==> src/include/rcb_defines.vh <==
/*
 * constants for the reset cause and behaviour controller: register offsets,
 * field positions, reset values and the fixed sram size.
 * assumes a 32-bit axi4-lite register bus with 8-bit byte addresses.
 */
`ifndef RCB_DEFINES_VH
`define RCB_DEFINES_VH

`define RCB_ADDR_W        8
`define RCB_OFF_BEHAV     8'h00
`define RCB_OFF_CAUSE     8'h04
`define RCB_OFF_VESTAT    8'h08
`define RCB_OFF_SLPCFG    8'h0C
`define RCB_OFF_SLPMASK   8'h10
`define RCB_OFF_SLPCTL    8'h14
`define RCB_OFF_SWRST     8'h18
`define RCB_OFF_SRAMSZ    8'h1C

// behaviour register: source i uses bit 2i (full por) and 2i+1 (system)
`define RCB_SRC_WDOG0     0
`define RCB_SRC_WDOG1     1
`define RCB_SRC_BOR       2
`define RCB_SRC_EXT       3
`define RCB_NSRC          4
`define RCB_BEH_POR_RST   4'h0

// cause register bits
`define RCB_CAUSE_EXT     0
`define RCB_CAUSE_POR     1
`define RCB_CAUSE_BOR     2
`define RCB_CAUSE_WDOG    3
`define RCB_CAUSE_SW      4
`define RCB_CAUSE_WDOG0   5
`define RCB_CAUSE_WDOG1   6
`define RCB_CAUSE_LDO     7
`define RCB_CAUSE_HIB     8
`define RCB_CAUSE_HSRV    9
`define RCB_CAUSE_W       10
`define RCB_CAUSE_RST     10'h002

// voltage event bits
`define RCB_VE_VDD        0
`define RCB_VE_VDDA       1
`define RCB_VE_VDDC       2
`define RCB_VE_W          3
`define RCB_VE_RST        3'h0

`define RCB_SLPCFG_GATE   0
`define RCB_SLPCTL_REQ    0
`define RCB_SWRST_REQ     0
`define RCB_NPERIPH       16
`define RCB_SLPMASK_RST   16'h0000
`define RCB_SRAM_BYTES    32'h00040000

`define RCB_RESP_OKAY     2'h0
`define RCB_RESP_SLVERR   2'h2

`endif

==> src/rtl/rcb_top.v <==
/*
 * reset cause and behaviour controller: per-source reset type, sticky
 * reset causes, rail brownout flags, sleep control and sram size readback.
 * assumes an axi4-lite master, rst as the power-on reset and same-clock
 * request pulses from watchdogs and other system logic.
 */
`timescale 1ns/1ns
`include "rcb_defines.vh"
module rcb_top (
    input  wire                      mclk,
    input  wire                      rst,
    input  wire [`RCB_ADDR_W-1:0]    s_axi_awaddr,
    input  wire                      s_axi_awvalid,
    output wire                      s_axi_awready,
    input  wire [31:0]               s_axi_wdata,
    input  wire [3:0]                s_axi_wstrb,
    input  wire                      s_axi_wvalid,
    output wire                      s_axi_wready,
    output wire [1:0]                s_axi_bresp,
    output wire                      s_axi_bvalid,
    input  wire                      s_axi_bready,
    input  wire [`RCB_ADDR_W-1:0]    s_axi_araddr,
    input  wire                      s_axi_arvalid,
    output wire                      s_axi_arready,
    output wire [31:0]               s_axi_rdata,
    output wire [1:0]                s_axi_rresp,
    output wire                      s_axi_rvalid,
    input  wire                      s_axi_rready,
    input  wire                      wdog0_reset_req,
    input  wire                      wdog1_reset_req,
    input  wire                      brownout_reset_req,
    input  wire                      hw_service_req,
    input  wire                      hibernate_reset_req,
    input  wire                      regulator_fault_req,
    input  wire                      external_reset_pin_n,
    input  wire                      main_rail_brownout,
    input  wire                      analog_rail_brownout,
    input  wire                      core_rail_brownout,
    input  wire                      cpu_sleep_req,
    input  wire [`RCB_NPERIPH-1:0]   periph_wake_req,
    output wire                      sys_reset_pulse,
    output wire                      por_seq_pulse,
    output wire                      cpu_stall,
    output wire [`RCB_NPERIPH-1:0]   periph_clk_en
);
    localparam ST_RUN   = 1'b0;
    localparam ST_SLEEP = 1'b1;

    // write channel state
    reg                      aw_hold_r;
    reg  [`RCB_ADDR_W-1:0]   aw_addr_r;
    reg                      w_hold_r;
    reg  [31:0]              w_data_r;
    reg  [3:0]               w_strb_r;
    reg                      bvalid_r;
    reg  [1:0]               bresp_r;
    // read channel state
    reg                      rvalid_r;
    reg  [31:0]              rdata_r;
    reg  [1:0]               rresp_r;
    // configuration
    reg  [`RCB_NSRC-1:0]     beh_por_r;
    reg  [`RCB_NSRC-1:0]     beh_por_nxt;
    reg                      gate_en_r;
    reg  [`RCB_NPERIPH-1:0]  slp_mask_r;
    // event edge history
    reg  [5:0]               req_d_r;
    reg                      ext_d_r;
    reg  [2:0]               rail_d_r;
    // reset actions
    reg                      sys_pulse_r;
    reg                      por_pulse_r;
    // sleep
    reg                      state_r;
    reg                      state_nxt;
    reg  [`RCB_NPERIPH-1:0]  clk_en_r;
    reg  [`RCB_NPERIPH-1:0]  clk_en_nxt;
    reg  [31:0]              rd_mux;
    reg                      rd_ok;

    wire                     wr_go;
    wire [31:0]              wmask;
    wire [31:0]              wbits;
    wire                     wr_behav;
    wire                     wr_cause;
    wire                     wr_vestat;
    wire                     wr_slpcfg;
    wire                     wr_slpmask;
    wire                     wr_slpctl;
    wire                     wr_swrst;
    wire                     wr_known;
    wire                     rd_go;
    wire [3:0]               pin_sync;
    wire                     ext_lvl_n;
    wire [2:0]               rail_lvl;
    wire [5:0]               req_now;
    wire [5:0]               req_ev;
    wire                     ext_ev;
    wire [`RCB_NSRC-1:0]     cfg_ev;
    wire                     sw_ev;
    wire                     por_hit;
    wire                     sys_hit;
    wire                     soft_init;
    wire [`RCB_CAUSE_W-1:0]  cause_set;
    wire [`RCB_CAUSE_W-1:0]  cause_clr;
    wire [`RCB_CAUSE_W-1:0]  cause_q;
    wire [`RCB_VE_W-1:0]     ve_set;
    wire [`RCB_VE_W-1:0]     ve_clr;
    wire [`RCB_VE_W-1:0]     ve_q;
    wire [2*`RCB_NSRC-1:0]   beh_rd;
    wire                     sleep_go;
    wire                     wake;

    // axi4-lite write: address and data taken in either order
    assign s_axi_awready = ~aw_hold_r & ~bvalid_r;
    assign s_axi_wready  = ~w_hold_r & ~bvalid_r;
    assign s_axi_bvalid  = bvalid_r;
    assign s_axi_bresp   = bresp_r;
    assign wr_go         = aw_hold_r & w_hold_r & ~bvalid_r;

    always @(posedge mclk or posedge rst) begin
        if (rst) begin
            aw_hold_r <= 1'b0;
            aw_addr_r <= {`RCB_ADDR_W{1'b0}};
            w_hold_r  <= 1'b0;
            w_data_r  <= 32'h00000000;
            w_strb_r  <= 4'h0;
            bvalid_r  <= 1'b0;
            bresp_r   <= `RCB_RESP_OKAY;
        end else begin
            if (s_axi_awvalid && s_axi_awready) begin
                aw_hold_r <= 1'b1;
                aw_addr_r <= s_axi_awaddr;
            end else if (wr_go) begin
                aw_hold_r <= 1'b0;
            end
            if (s_axi_wvalid && s_axi_wready) begin
                w_hold_r <= 1'b1;
                w_data_r <= s_axi_wdata;
                w_strb_r <= s_axi_wstrb;
            end else if (wr_go) begin
                w_hold_r <= 1'b0;
            end
            if (wr_go) begin
                bvalid_r <= 1'b1;
                bresp_r  <= wr_known ? `RCB_RESP_OKAY : `RCB_RESP_SLVERR;
            end else if (s_axi_bready) begin
                bvalid_r <= 1'b0;
            end
        end
    end

    assign wmask = {{8{w_strb_r[3]}}, {8{w_strb_r[2]}},
                    {8{w_strb_r[1]}}, {8{w_strb_r[0]}}};
    assign wbits = w_data_r & wmask;

    assign wr_behav   = wr_go && (aw_addr_r == `RCB_OFF_BEHAV);
    assign wr_cause   = wr_go && (aw_addr_r == `RCB_OFF_CAUSE);
    assign wr_vestat  = wr_go && (aw_addr_r == `RCB_OFF_VESTAT);
    assign wr_slpcfg  = wr_go && (aw_addr_r == `RCB_OFF_SLPCFG);
    assign wr_slpmask = wr_go && (aw_addr_r == `RCB_OFF_SLPMASK);
    assign wr_slpctl  = wr_go && (aw_addr_r == `RCB_OFF_SLPCTL);
    assign wr_swrst   = wr_go && (aw_addr_r == `RCB_OFF_SWRST);
    // the size register is read-only but a write to it is harmless
    assign wr_known   = wr_behav | wr_cause | wr_vestat | wr_slpcfg |
                        wr_slpmask | wr_slpctl | wr_swrst |
                        (aw_addr_r == `RCB_OFF_SRAMSZ);

    // axi4-lite read: one cycle to rvalid
    assign rd_go         = s_axi_arvalid & ~rvalid_r;
    assign s_axi_arready = ~rvalid_r;
    assign s_axi_rvalid  = rvalid_r;
    assign s_axi_rdata   = rdata_r;
    assign s_axi_rresp   = rresp_r;

    always @* begin
        rd_mux = 32'h00000000;
        rd_ok  = 1'b1;
        case (s_axi_araddr)
            `RCB_OFF_BEHAV:   rd_mux[2*`RCB_NSRC-1:0] = beh_rd;
            `RCB_OFF_CAUSE:   rd_mux[`RCB_CAUSE_W-1:0] = cause_q;
            `RCB_OFF_VESTAT:  rd_mux[`RCB_VE_W-1:0] = ve_q;
            `RCB_OFF_SLPCFG:  rd_mux[`RCB_SLPCFG_GATE] = gate_en_r;
            `RCB_OFF_SLPMASK: rd_mux[`RCB_NPERIPH-1:0] = slp_mask_r;
            `RCB_OFF_SLPCTL:  rd_mux[`RCB_SLPCTL_REQ] = state_r;
            `RCB_OFF_SWRST:   rd_mux = 32'h00000000;
            `RCB_OFF_SRAMSZ:  rd_mux = `RCB_SRAM_BYTES;
            default:          rd_ok = 1'b0;
        endcase
    end

    always @(posedge mclk or posedge rst) begin
        if (rst) begin
            rvalid_r <= 1'b0;
            rdata_r  <= 32'h00000000;
            rresp_r  <= `RCB_RESP_OKAY;
        end else if (rd_go) begin
            rvalid_r <= 1'b1;
            rdata_r  <= rd_mux;
            rresp_r  <= rd_ok ? `RCB_RESP_OKAY : `RCB_RESP_SLVERR;
        end else if (s_axi_rready) begin
            rvalid_r <= 1'b0;
        end
    end

    // pins from outside the clock domain
    rcb_sync #(
        .W       (4),
        .RST_VAL (4'h8)
    ) u_pin_sync (
        .mclk (mclk),
        .rst  (rst),
        .d    ({external_reset_pin_n, core_rail_brownout,
                analog_rail_brownout, main_rail_brownout}),
        .q    (pin_sync)
    );
    assign ext_lvl_n = pin_sync[3];
    assign rail_lvl  = pin_sync[2:0];

    // same-clock requests count on their rising edge only
    assign req_now = {regulator_fault_req, hibernate_reset_req, hw_service_req,
                      brownout_reset_req, wdog1_reset_req, wdog0_reset_req};
    assign req_ev  = req_now & ~req_d_r;
    assign ext_ev  = ext_d_r & ~ext_lvl_n;
    assign cfg_ev  = {ext_ev, req_ev[2], req_ev[1], req_ev[0]};
    assign sw_ev   = wr_swrst & wbits[`RCB_SWRST_REQ];

    always @(posedge mclk or posedge rst) begin
        if (rst) begin
            req_d_r  <= 6'h00;
            ext_d_r  <= 1'b1;
            rail_d_r <= 3'h0;
        end else begin
            req_d_r  <= req_now;
            ext_d_r  <= ext_lvl_n;
            rail_d_r <= rail_lvl;
        end
    end

    // full por wins when both kinds hit together
    assign por_hit = |(cfg_ev & beh_por_r);
    assign sys_hit = |(cfg_ev & ~beh_por_r) | sw_ev | (|req_ev[5:3]);

    always @(posedge mclk or posedge rst) begin
        if (rst) begin
            por_pulse_r <= 1'b0;
            sys_pulse_r <= 1'b0;
        end else begin
            por_pulse_r <= por_hit;
            sys_pulse_r <= sys_hit & ~por_hit;
        end
    end
    assign por_seq_pulse   = por_pulse_r;
    assign sys_reset_pulse = sys_pulse_r;
    // cause and voltage flags are outside this re-initialisation
    assign soft_init = por_pulse_r | sys_pulse_r;

    // reset type per source: neither select bit leaves it alone
    genvar g;
    generate
        for (g = 0; g < `RCB_NSRC; g = g + 1) begin : g_beh
            always @* begin
                beh_por_nxt[g] = beh_por_r[g];
                if (wr_behav && wbits[2*g]) begin
                    beh_por_nxt[g] = 1'b1;
                end else if (wr_behav && wbits[2*g+1]) begin
                    beh_por_nxt[g] = 1'b0;
                end
            end
            assign beh_rd[2*g]   = beh_por_r[g];
            assign beh_rd[2*g+1] = ~beh_por_r[g];
        end
    endgenerate

    always @(posedge mclk or posedge rst) begin
        if (rst) begin
            beh_por_r  <= `RCB_BEH_POR_RST;
            gate_en_r  <= 1'b0;
            slp_mask_r <= `RCB_SLPMASK_RST;
        end else if (soft_init) begin
            beh_por_r  <= `RCB_BEH_POR_RST;
            gate_en_r  <= 1'b0;
            slp_mask_r <= `RCB_SLPMASK_RST;
        end else begin
            beh_por_r <= beh_por_nxt;
            if (wr_slpcfg) begin
                gate_en_r <= wbits[`RCB_SLPCFG_GATE];
            end
            if (wr_slpmask) begin
                slp_mask_r <= (slp_mask_r & ~wmask[`RCB_NPERIPH-1:0]) |
                              wbits[`RCB_NPERIPH-1:0];
            end
        end
    end

    // one flag per cause; power-on flag is the reset value
    assign cause_set[`RCB_CAUSE_EXT]   = ext_ev;
    assign cause_set[`RCB_CAUSE_POR]   = 1'b0;
    assign cause_set[`RCB_CAUSE_BOR]   = req_ev[2];
    assign cause_set[`RCB_CAUSE_WDOG]  = req_ev[0] | req_ev[1];
    assign cause_set[`RCB_CAUSE_SW]    = sw_ev;
    assign cause_set[`RCB_CAUSE_WDOG0] = req_ev[0];
    assign cause_set[`RCB_CAUSE_WDOG1] = req_ev[1];
    assign cause_set[`RCB_CAUSE_HSRV]  = req_ev[3];
    assign cause_set[`RCB_CAUSE_HIB]   = req_ev[4];
    assign cause_set[`RCB_CAUSE_LDO]   = req_ev[5];
    // software reads then clears with a mask of ones
    assign cause_clr = wr_cause ? wbits[`RCB_CAUSE_W-1:0] : {`RCB_CAUSE_W{1'b0}};

    rcb_sticky #(
        .W       (`RCB_CAUSE_W),
        .RST_VAL (`RCB_CAUSE_RST)
    ) u_cause (
        .mclk (mclk),
        .rst  (rst),
        .set  (cause_set),
        .clr  (cause_clr),
        .q    (cause_q)
    );

    // rail flags set on brownout onset, cleared only by mask write
    assign ve_set = rail_lvl & ~rail_d_r;
    assign ve_clr = wr_vestat ? wbits[`RCB_VE_W-1:0] : {`RCB_VE_W{1'b0}};

    rcb_sticky #(
        .W       (`RCB_VE_W),
        .RST_VAL (`RCB_VE_RST)
    ) u_vestat (
        .mclk (mclk),
        .rst  (rst),
        .set  (ve_set),
        .clr  (ve_clr),
        .q    (ve_q)
    );

    // sleep: wake only from a peripheral whose clock still runs
    assign sleep_go = cpu_sleep_req | (wr_slpctl & wbits[`RCB_SLPCTL_REQ]);
    assign wake     = |(periph_wake_req & clk_en_r);

    always @* begin
        state_nxt = state_r;
        case (state_r)
            ST_RUN: begin
                if (sleep_go) begin
                    state_nxt = ST_SLEEP;
                end
            end
            ST_SLEEP: begin
                if (wake) begin
                    state_nxt = ST_RUN;
                end
            end
            default: state_nxt = ST_RUN;
        endcase
        if (soft_init) begin
            state_nxt = ST_RUN;
        end
    end

    always @* begin
        clk_en_nxt = {`RCB_NPERIPH{1'b1}};
        // without gating every peripheral keeps running
        if (state_nxt == ST_SLEEP && gate_en_r) begin
            clk_en_nxt = slp_mask_r;
        end
    end

    always @(posedge mclk or posedge rst) begin
        if (rst) begin
            state_r  <= ST_RUN;
            clk_en_r <= {`RCB_NPERIPH{1'b1}};
        end else begin
            state_r  <= state_nxt;
            clk_en_r <= clk_en_nxt;
        end
    end
    assign cpu_stall     = (state_r == ST_SLEEP);
    assign periph_clk_en = clk_en_r;

endmodule // rcb_top

==> src/rtl/rcb_sync.v <==
/*
 * three-stage synchroniser for pin inputs, one per bit.
 * assumes asynchronous pins; output moves only when stages two and three agree.
 */
`timescale 1ns/1ns
module rcb_sync #(
    parameter       W       = 1,
    parameter [W-1:0] RST_VAL = {W{1'b0}}
) (
    input  wire         mclk,
    input  wire         rst,
    input  wire [W-1:0] d,
    output wire [W-1:0] q
);
    genvar i;
    generate
        for (i = 0; i < W; i = i + 1) begin : g_bit
            reg s1_r;
            reg s2_r;
            reg s3_r;
            reg q_r;
            always @(posedge mclk or posedge rst) begin
                if (rst) begin
                    s1_r <= RST_VAL[i];
                    s2_r <= RST_VAL[i];
                    s3_r <= RST_VAL[i];
                    q_r  <= RST_VAL[i];
                end else begin
                    s1_r <= d[i];
                    s2_r <= s1_r;
                    s3_r <= s2_r;
                    if (s2_r == s3_r) begin
                        q_r <= s3_r;
                    end
                end
            end
            assign q[i] = q_r;
        end
    endgenerate
endmodule // rcb_sync

==> src/rtl/rcb_sticky.v <==
/*
 * sticky flag bank: hardware sets, software clears by mask.
 * assumes set and clear come from logic on mclk.
 */
`timescale 1ns/1ns
module rcb_sticky #(
    parameter         W       = 1,
    parameter [W-1:0] RST_VAL = {W{1'b0}}
) (
    input  wire         mclk,
    input  wire         rst,
    input  wire [W-1:0] set,
    input  wire [W-1:0] clr,
    output wire [W-1:0] q
);
    genvar i;
    generate
        for (i = 0; i < W; i = i + 1) begin : g_flag
            reg flag_r;
            always @(posedge mclk or posedge rst) begin
                if (rst) begin
                    flag_r <= RST_VAL[i];
                end else if (set[i]) begin
                    // set beats a clear in the same cycle
                    flag_r <= 1'b1;
                end else if (clr[i]) begin
                    flag_r <= 1'b0;
                end
            end
            assign q[i] = flag_r;
        end
    endgenerate
endmodule // rcb_sticky

==> config.mk <==
export PLATFORM = sky130hd
export DESIGN_NAME = rcb_top
export DESIGN_NICKNAME = d
export VERILOG_FILES = /design/src/rtl/rcb_top.v /design/src/rtl/rcb_sync.v /design/src/rtl/rcb_sticky.v
export VERILOG_INCLUDE_DIRS = /design/src /design/src/include
export SDC_FILE = /design/constraint.sdc
export NUM_CORES = 1
export LEC_CHECK = 0
export ABC_AREA = 0
export BUFFER_PORTS_ARGS = -buffer_cell sky130_fd_sc_hd__buf_2
export CAP_MARGIN = 20
export CORE_MARGIN = 10
export CORE_UTILIZATION = 40
export DETAILED_ROUTE_END_ITERATION = 10
export PLACE_DENSITY = 0.75
export SLEW_MARGIN = 10
export SYNTH_ARGS = -nofsm -noshare
export SYNTH_HDL_FRONTEND = slang
export SYNTH_SLANG_ARGS = --single-unit
==> constraint.sdc <==
create_clock -name mclk -period 11.92 [get_ports mclk]
set_clock_uncertainty 0.05 [all_clocks]
set_input_delay 2.98 -clock mclk [delete_from_list [all_inputs] [get_ports mclk]]
set_output_delay 2.98 -clock mclk [all_outputs]
set_load 0.01 [all_outputs]
Yosys cells after proc, flatten, opt, wreduce, memory -nomap -nowiden
Cells that the tools add are included.
Cells by class
  bitwise operators: 44
  equal/unequal tests: 18
  $mul: 0
  magnitude comparators: 0
  div/mod/pow operators: 0
  reduce and logical (&&, ||, !) cells: 47
  multiplexer cells: 60
  $add $sub $neg: 0
  shift-type cells: 0
Operators with widths (count)
  8-bit by 5-bit == test with 1-bit output (second input constant): 8
  16-bit AND: 3
  16-bit 2-to-1 mux: 3
  1-bit 2-to-1 mux: 45
  2-bit nonzero test: 18
  8-bit by 4-bit == test with 1-bit output (second input constant): 4
  1-bit logical AND: 18
  8-bit by 3-bit == test with 1-bit output (second input constant): 2
  8-bit zero test: 2
  16-bit inverter: 1
  16-bit OR: 1
  16-bit OR reduction: 1
  5-bit case mux with 3 select lines: 1
  1-bit OR: 12
  3-bit nonzero test: 4
  1-bit inverter: 11
  10-bit 2-to-1 mux: 1
  1-bit AND: 9
  4-bit AND: 2
  2-bit case mux with 4 select lines: 1
  4-bit OR reduction: 2
  8-bit OR reduction: 1
  6-bit AND: 1
  3-bit 2-to-1 mux: 2
  12 further kinds: 16
Storage, ports and cells
  memories kept: 0
  input port bits: 86
  bits in writable memories: 0
  output and inout bits: 60
  bits in read-only memories: 0
  register bits: 145
  word-level logic and storage cells: 221
  bits in latches: 0

Longest topological paths before layout
  word-level depth: 11
  gate-level depth with buffers: 6
  mapped depth without buffers: 4

Modules after synthesis
From an unflattened synthesis, not the netlist that was laid out.
Unflattened totals
  cell total of the unflattened synthesis: 491
  area total of the unflattened synthesis: 5541.6 um^2
By module, submodules not included
  rcb_top: cells an instance 412, sequential area each 2498.6 um^2, instances 1, area each 4479.3 um^2
  rcb_sync: cells an instance 25, sequential area each 405.4 um^2, instances 1, area each 484.2 um^2
  rcb_sticky (u_cause): cells an instance 41, sequential area each 251.5 um^2, instances 1, area each 442.9 um^2
  rcb_sticky (u_vestat): cells an instance 13, sequential area each 75.1 um^2, instances 1, area each 135.1 um^2

Worst setup path before layout
Ideal clock, no wire load.
  kind: input -> register
  start: in s_axi_araddr[1]
  end: reg rdata_r[10] (netlist: s_axi_rdata[10])
  path slack: 7.661 ns
  arrival: 4.144 ns
  required time: 11.805 ns
  buffers on the path: 1
  library setup time: 0.065 ns
  stages on the path: 5
  cells stage by stage: or4_4 -> nor4_4 -> and2_0 -> buf_4 -> a22o_1
On the way
  longest elaborated chain between the ends: 2
RTL lines
  start: declaration: RTL line rcb_top.v:22  | input wire [`RCB_ADDR_W-1:0] s_axi_araddr,
  8-bit by 5-bit == test with 1-bit output: RTL line rcb_top.v:179  | case (s_axi_araddr)
  6-bit 2-to-1 mux: RTL line rcb_top.v:179
  end signal: assignment: RTL line rcb_top.v:199  | rdata_r <= rd_mux;
  end: declaration: RTL line rcb_top.v:59  | reg [31:0] rdata_r;
Every way passes these cells.
A chain may end at the register's enable or synchronous reset.

Worst setup path after layout
  start: in s_axi_araddr[1]
  end: reg rdata_r[11] (netlist: s_axi_rdata[11])
The elaborated chain is that of the path after synthesis.

==> flow_summary.yaml <==
cts:
  postCtsSetupRepairBufs: 0
  clk_transition_reported_paths_ns: 0.06
  cts_made_buffers: 17
  hold_bufs_at_cts: 0
  h-tree-depth: 4
  cts_repair_resized_insts: 0
  worstSkewPairLatency_ns: 0.41
  clock_tree.root_cell: "sky130_fd_sc_hd__clkbuf_16"
  cts_num_sinks: 128
  cts_buffer_depth: 2
  tritoncts_clock_tree: "done"
synthesis:
  yosys_warnings: 0
  syn_avg_cell_area_um2: 11.9
  postSynthRegisterBits: 128
  mappedNetlistArea_mm2: 0.00543
  largest_family_of_logic_cells_by_synthesized_area: "compound AO/OA/AOI/OAI gates"
  ys_async_sr_fraction_pct: 100
  netlist-cell-type-count: 51
  yosys.area_share.simple_pct: 11.5
  yosys.area_share.adder_pct: 0.738
  synthCells: 455
  synth-compound-area-share_pct: 13.6
  seq_area_frac_synth_pct: 59.5
  yosys.area.top_type: "sky130_fd_sc_hd__dfrtp_1"
  number_of_enable_type_register_cells_in_the_synthesized_netlist: 0
  synthMuxAreaShare_pct: 9.09
  synthTopCellsByArea: "sky130_fd_sc_hd__dfrtp_1, sky130_fd_sc_hd__dfstp_2, sky130_fd_sc_hd__mux2_2, sky130_fd_sc_hd__mux2i_1, sky130_fd_sc_hd__o21ai_0"
  synth_top_area_share_pct: 48.9
  ys.flop_type: "sky130_fd_sc_hd__dfrtp_1"
  synth-xor-area-share_pct: 0
outcome:
  outcome: "finished clean"
grt:
  globalRouteTotalUtil_pct: 14.4
  grt-ovfl-total: 0
  grt_max_degree: 81
  grt_pass1_wl_um: 21300
  grt_pass1_vias: 4078
  number_of_antenna_violations_at_the_first_check_in_global_routing: 0
finish:
  multiInputGateArea_mm2: 0.00195
  nNetsFinal: 647
  final_util_pct: 50.1
  area.sequential_mm2: 0.00323
  fillerInstances: 1179
  most_frequent_standard_cell_in_the_layout_excluding_fill_and_tap_cells: "sky130_fd_sc_hd__buf_2"
  antenna_cells: 0
  layout.cells.non_filler: 750
  stdcell_area_mm2: 0.00664
  area_growth_pct: 22.3
  most-common-layout-cells: "sky130_fd_sc_hd__buf_2, sky130_fd_sc_hd__dfrtp_1, sky130_fd_sc_hd__nor2_1, sky130_fd_sc_hd__o21ai_0, sky130_fd_sc_hd__mux2_2"
  drive_above_1_share_pct: 34.8
sta:
  final-setup-viol-count: 0
  max_clock_freq_ghz: 0.236
  worst_slew_pin_slew_ns: 0.977
  maxSlewHeadroom_pct: 34.6
  rsz_0062_raised_after_global_routing: "no"
  tns_ns: 0
  hold_violations: 0
  slew_viol_final: 0
  period_share_pct: 35.6
  timing.final.crit_period_ns: 4.24
floorplanning:
  core_footprint_mm2: 0.0132
  floorplan.initialDensity_pct: 41.0
  rows: 42
  die_area_mm2: 0.0186
  top_level_ports: 146
  vertical_die_dimension_um: 136
  die_width_um: 136
power:
  cellPowerDensity_mw_per_mm2: 190
  peakVddDrop_mv: 0.138
  total_leakage_power_nw: 2.93
hold_path:
  hold_path_cell_cnt: 0
  hold_path.class: "reg -> reg"
  min_from: "u_pin_sync.g_bit[0].s1_r"
  min_to: "u_pin_sync.g_bit[0].s2_r"
place:
  place.detailed.hpwl_um: 10000
  dp.cells: 718
  post_dp_cell_area_mm2: 0.00603
  gp_congestion: 0.890
  port_buffers: 110
drt:
  route.final.wire_length_um: 13400
  route.detailed.drc: 0
  route.vias.total: 3912
  vias_per_cell: 5.22
  final_antenna_net_count: 0
  drt_iter0_markers: 345
  routedWlPerCell_um: 17.8
  detailedRoute.firstPassIterationCount: 4
setup_path:
  worst-endpoint-arrival_ns: 4.54
  rr_worst_depth: 4
  setup.worst_path.end_class: "register"
  rr_endpoint: "periph_clk_en[2]"
  crit_path_start_kind: "input pin"
  critical_path.max_fanout: 6
  worstPathRequired_ns: 12.22
  worstReg2RegStart: "s_axi_bvalid"
  reg2reg_slack_ns: 9.80
  setup.worst_path.class: "in -> reg"
flow_run:
  timing.max_cap.violations: 0
[synth_stat cells (3+ instances only)]
cell	number
sky130_fd_sc_hd__dfstp_2	22
sky130_fd_sc_hd__mux2_2	24
sky130_fd_sc_hd__o21ai_0	33
sky130_fd_sc_hd__a211oi_1	20
sky130_fd_sc_hd__clkbuf_1	14
sky130_fd_sc_hd__buf_2	6
sky130_fd_sc_hd__o211ai_1	3
sky130_fd_sc_hd__maj3_1	4
sky130_fd_sc_hd__a31oi_1	5
sky130_fd_sc_hd__nand2b_1	3
sky130_fd_sc_hd__nand2_1	20
sky130_fd_sc_hd__dfrtp_1	106
sky130_fd_sc_hd__a22o_1	11
sky130_fd_sc_hd__a21o_1	9
sky130_fd_sc_hd__a221oi_1	5
sky130_fd_sc_hd__nor3_1	3
sky130_fd_sc_hd__and4_1	3
sky130_fd_sc_hd__nor2b_1	10
sky130_fd_sc_hd__a21oi_1	14
sky130_fd_sc_hd__and2_1	4
sky130_fd_sc_hd__inv_1	17
sky130_fd_sc_hd__buf_4	19
sky130_fd_sc_hd__nor2_1	33
sky130_fd_sc_hd__nand3_1	12
sky130_fd_sc_hd__nand4_1	5
sky130_fd_sc_hd__mux2i_1	20
[how the worst max path moves through the flow]
| stage | from | end | slack (ns) | cells past startpoint |
|---|---|---|---|---|
| after floorplan | rst | aw_addr_r[0] | 5.51 | 1 |
| after global placement | s_axi_araddr[1] | s_axi_rdata[10] | 7.32 | 5 |
| after detailed placement | s_axi_araddr[1] | s_axi_rdata[13] | 7.27 | 5 |
| after CTS | s_axi_araddr[1] | s_axi_rdata[11] | 7.68 | 5 |
| after global routing | rst | w_data_r[7] | 7.56 | 3 |
| final | s_axi_araddr[1] | s_axi_rdata[11] | 7.68 | 5 |
[state kept, by name, indices dropped and copies added, names as in the netlist, 2 cells and up]
register                cells
u_vestat.g_flag.flag_r      3
req_d_r                     6
w_data_r                   16
u_cause.g_flag.flag_r      10
periph_clk_en              16
beh_por_r                   4
u_pin_sync.g_bit.s2_r       4
u_pin_sync.g_bit.s1_r       4
rail_d_r                    3
slp_mask_r                 16
u_pin_sync.g_bit.s3_r       4
aw_addr_r                   8
s_axi_rdata                17
u_pin_sync.g_bit.q_r        4
w_strb_r                    2
[cell families after synthesis]
family                   Yosys count
other                              1
AO/OA/AOI/OAI                    110
AND/OR/NAND/NOR                  110
flip-flops                       128
buffers and inverters             57
multiplexers                      45
adder cells (fa/ha/maj)            4
[layer usage]
metal / routed length [um] / share of wire [%] / up-vias / global-route usage [%]
met5: 0 / 0 / - / 0
met4: 161 / 1.2 / 0 / 4.73
met1: 5870 / 44 / 1891 / 18.8
met2: 5890 / 44 / 180 / 21.7
li1: - / - / 1824 / -
met3: 1440 / 11 / 17 / 5.20
[where the power goes]
group	internal [mW]	switching [mW]
clock	0.334	0.186
combinational	0.0827	0.0899
sequential	0.498	0.0711
[metrics by stage]
| stage | worst slack [ns] | power (mW) | hold slack [ns] |
|---|---|---|---|
| global placement | 7.32 | 0.735 | 0.284 |
| global route | 7.56 | 1.32 | 0.302 |
| CTS | 7.68 | 1.27 | 0.299 |
| finish | 7.68 | 1.26 | 0.297 |
| detailed placement | 7.27 | 0.748 | 0.286 |
| floorplan | 5.51 | 0.684 | 0.281 |
[worst max-delay path, cell delays in order]
cell and delay [ns]:
sky130_fd_sc_hd__buf_2 0.11, sky130_fd_sc_hd__or4_4 0.56, sky130_fd_sc_hd__nor4_4 0.28, sky130_fd_sc_hd__and2_0 0.41, sky130_fd_sc_hd__a22o_1 0.21
[final cells by class]
class                           count  area share [%]
Multi-Input combinational cell    286            29.5
Clock inverter                     13            2.45
Timing Repair Buffer              111            8.41
Sequential cell                   128            48.7
Tap cell                          176            3.32
Clock buffer                       19            6.68
Inverter                           17           0.999
(Power assumes the default switching activity.)
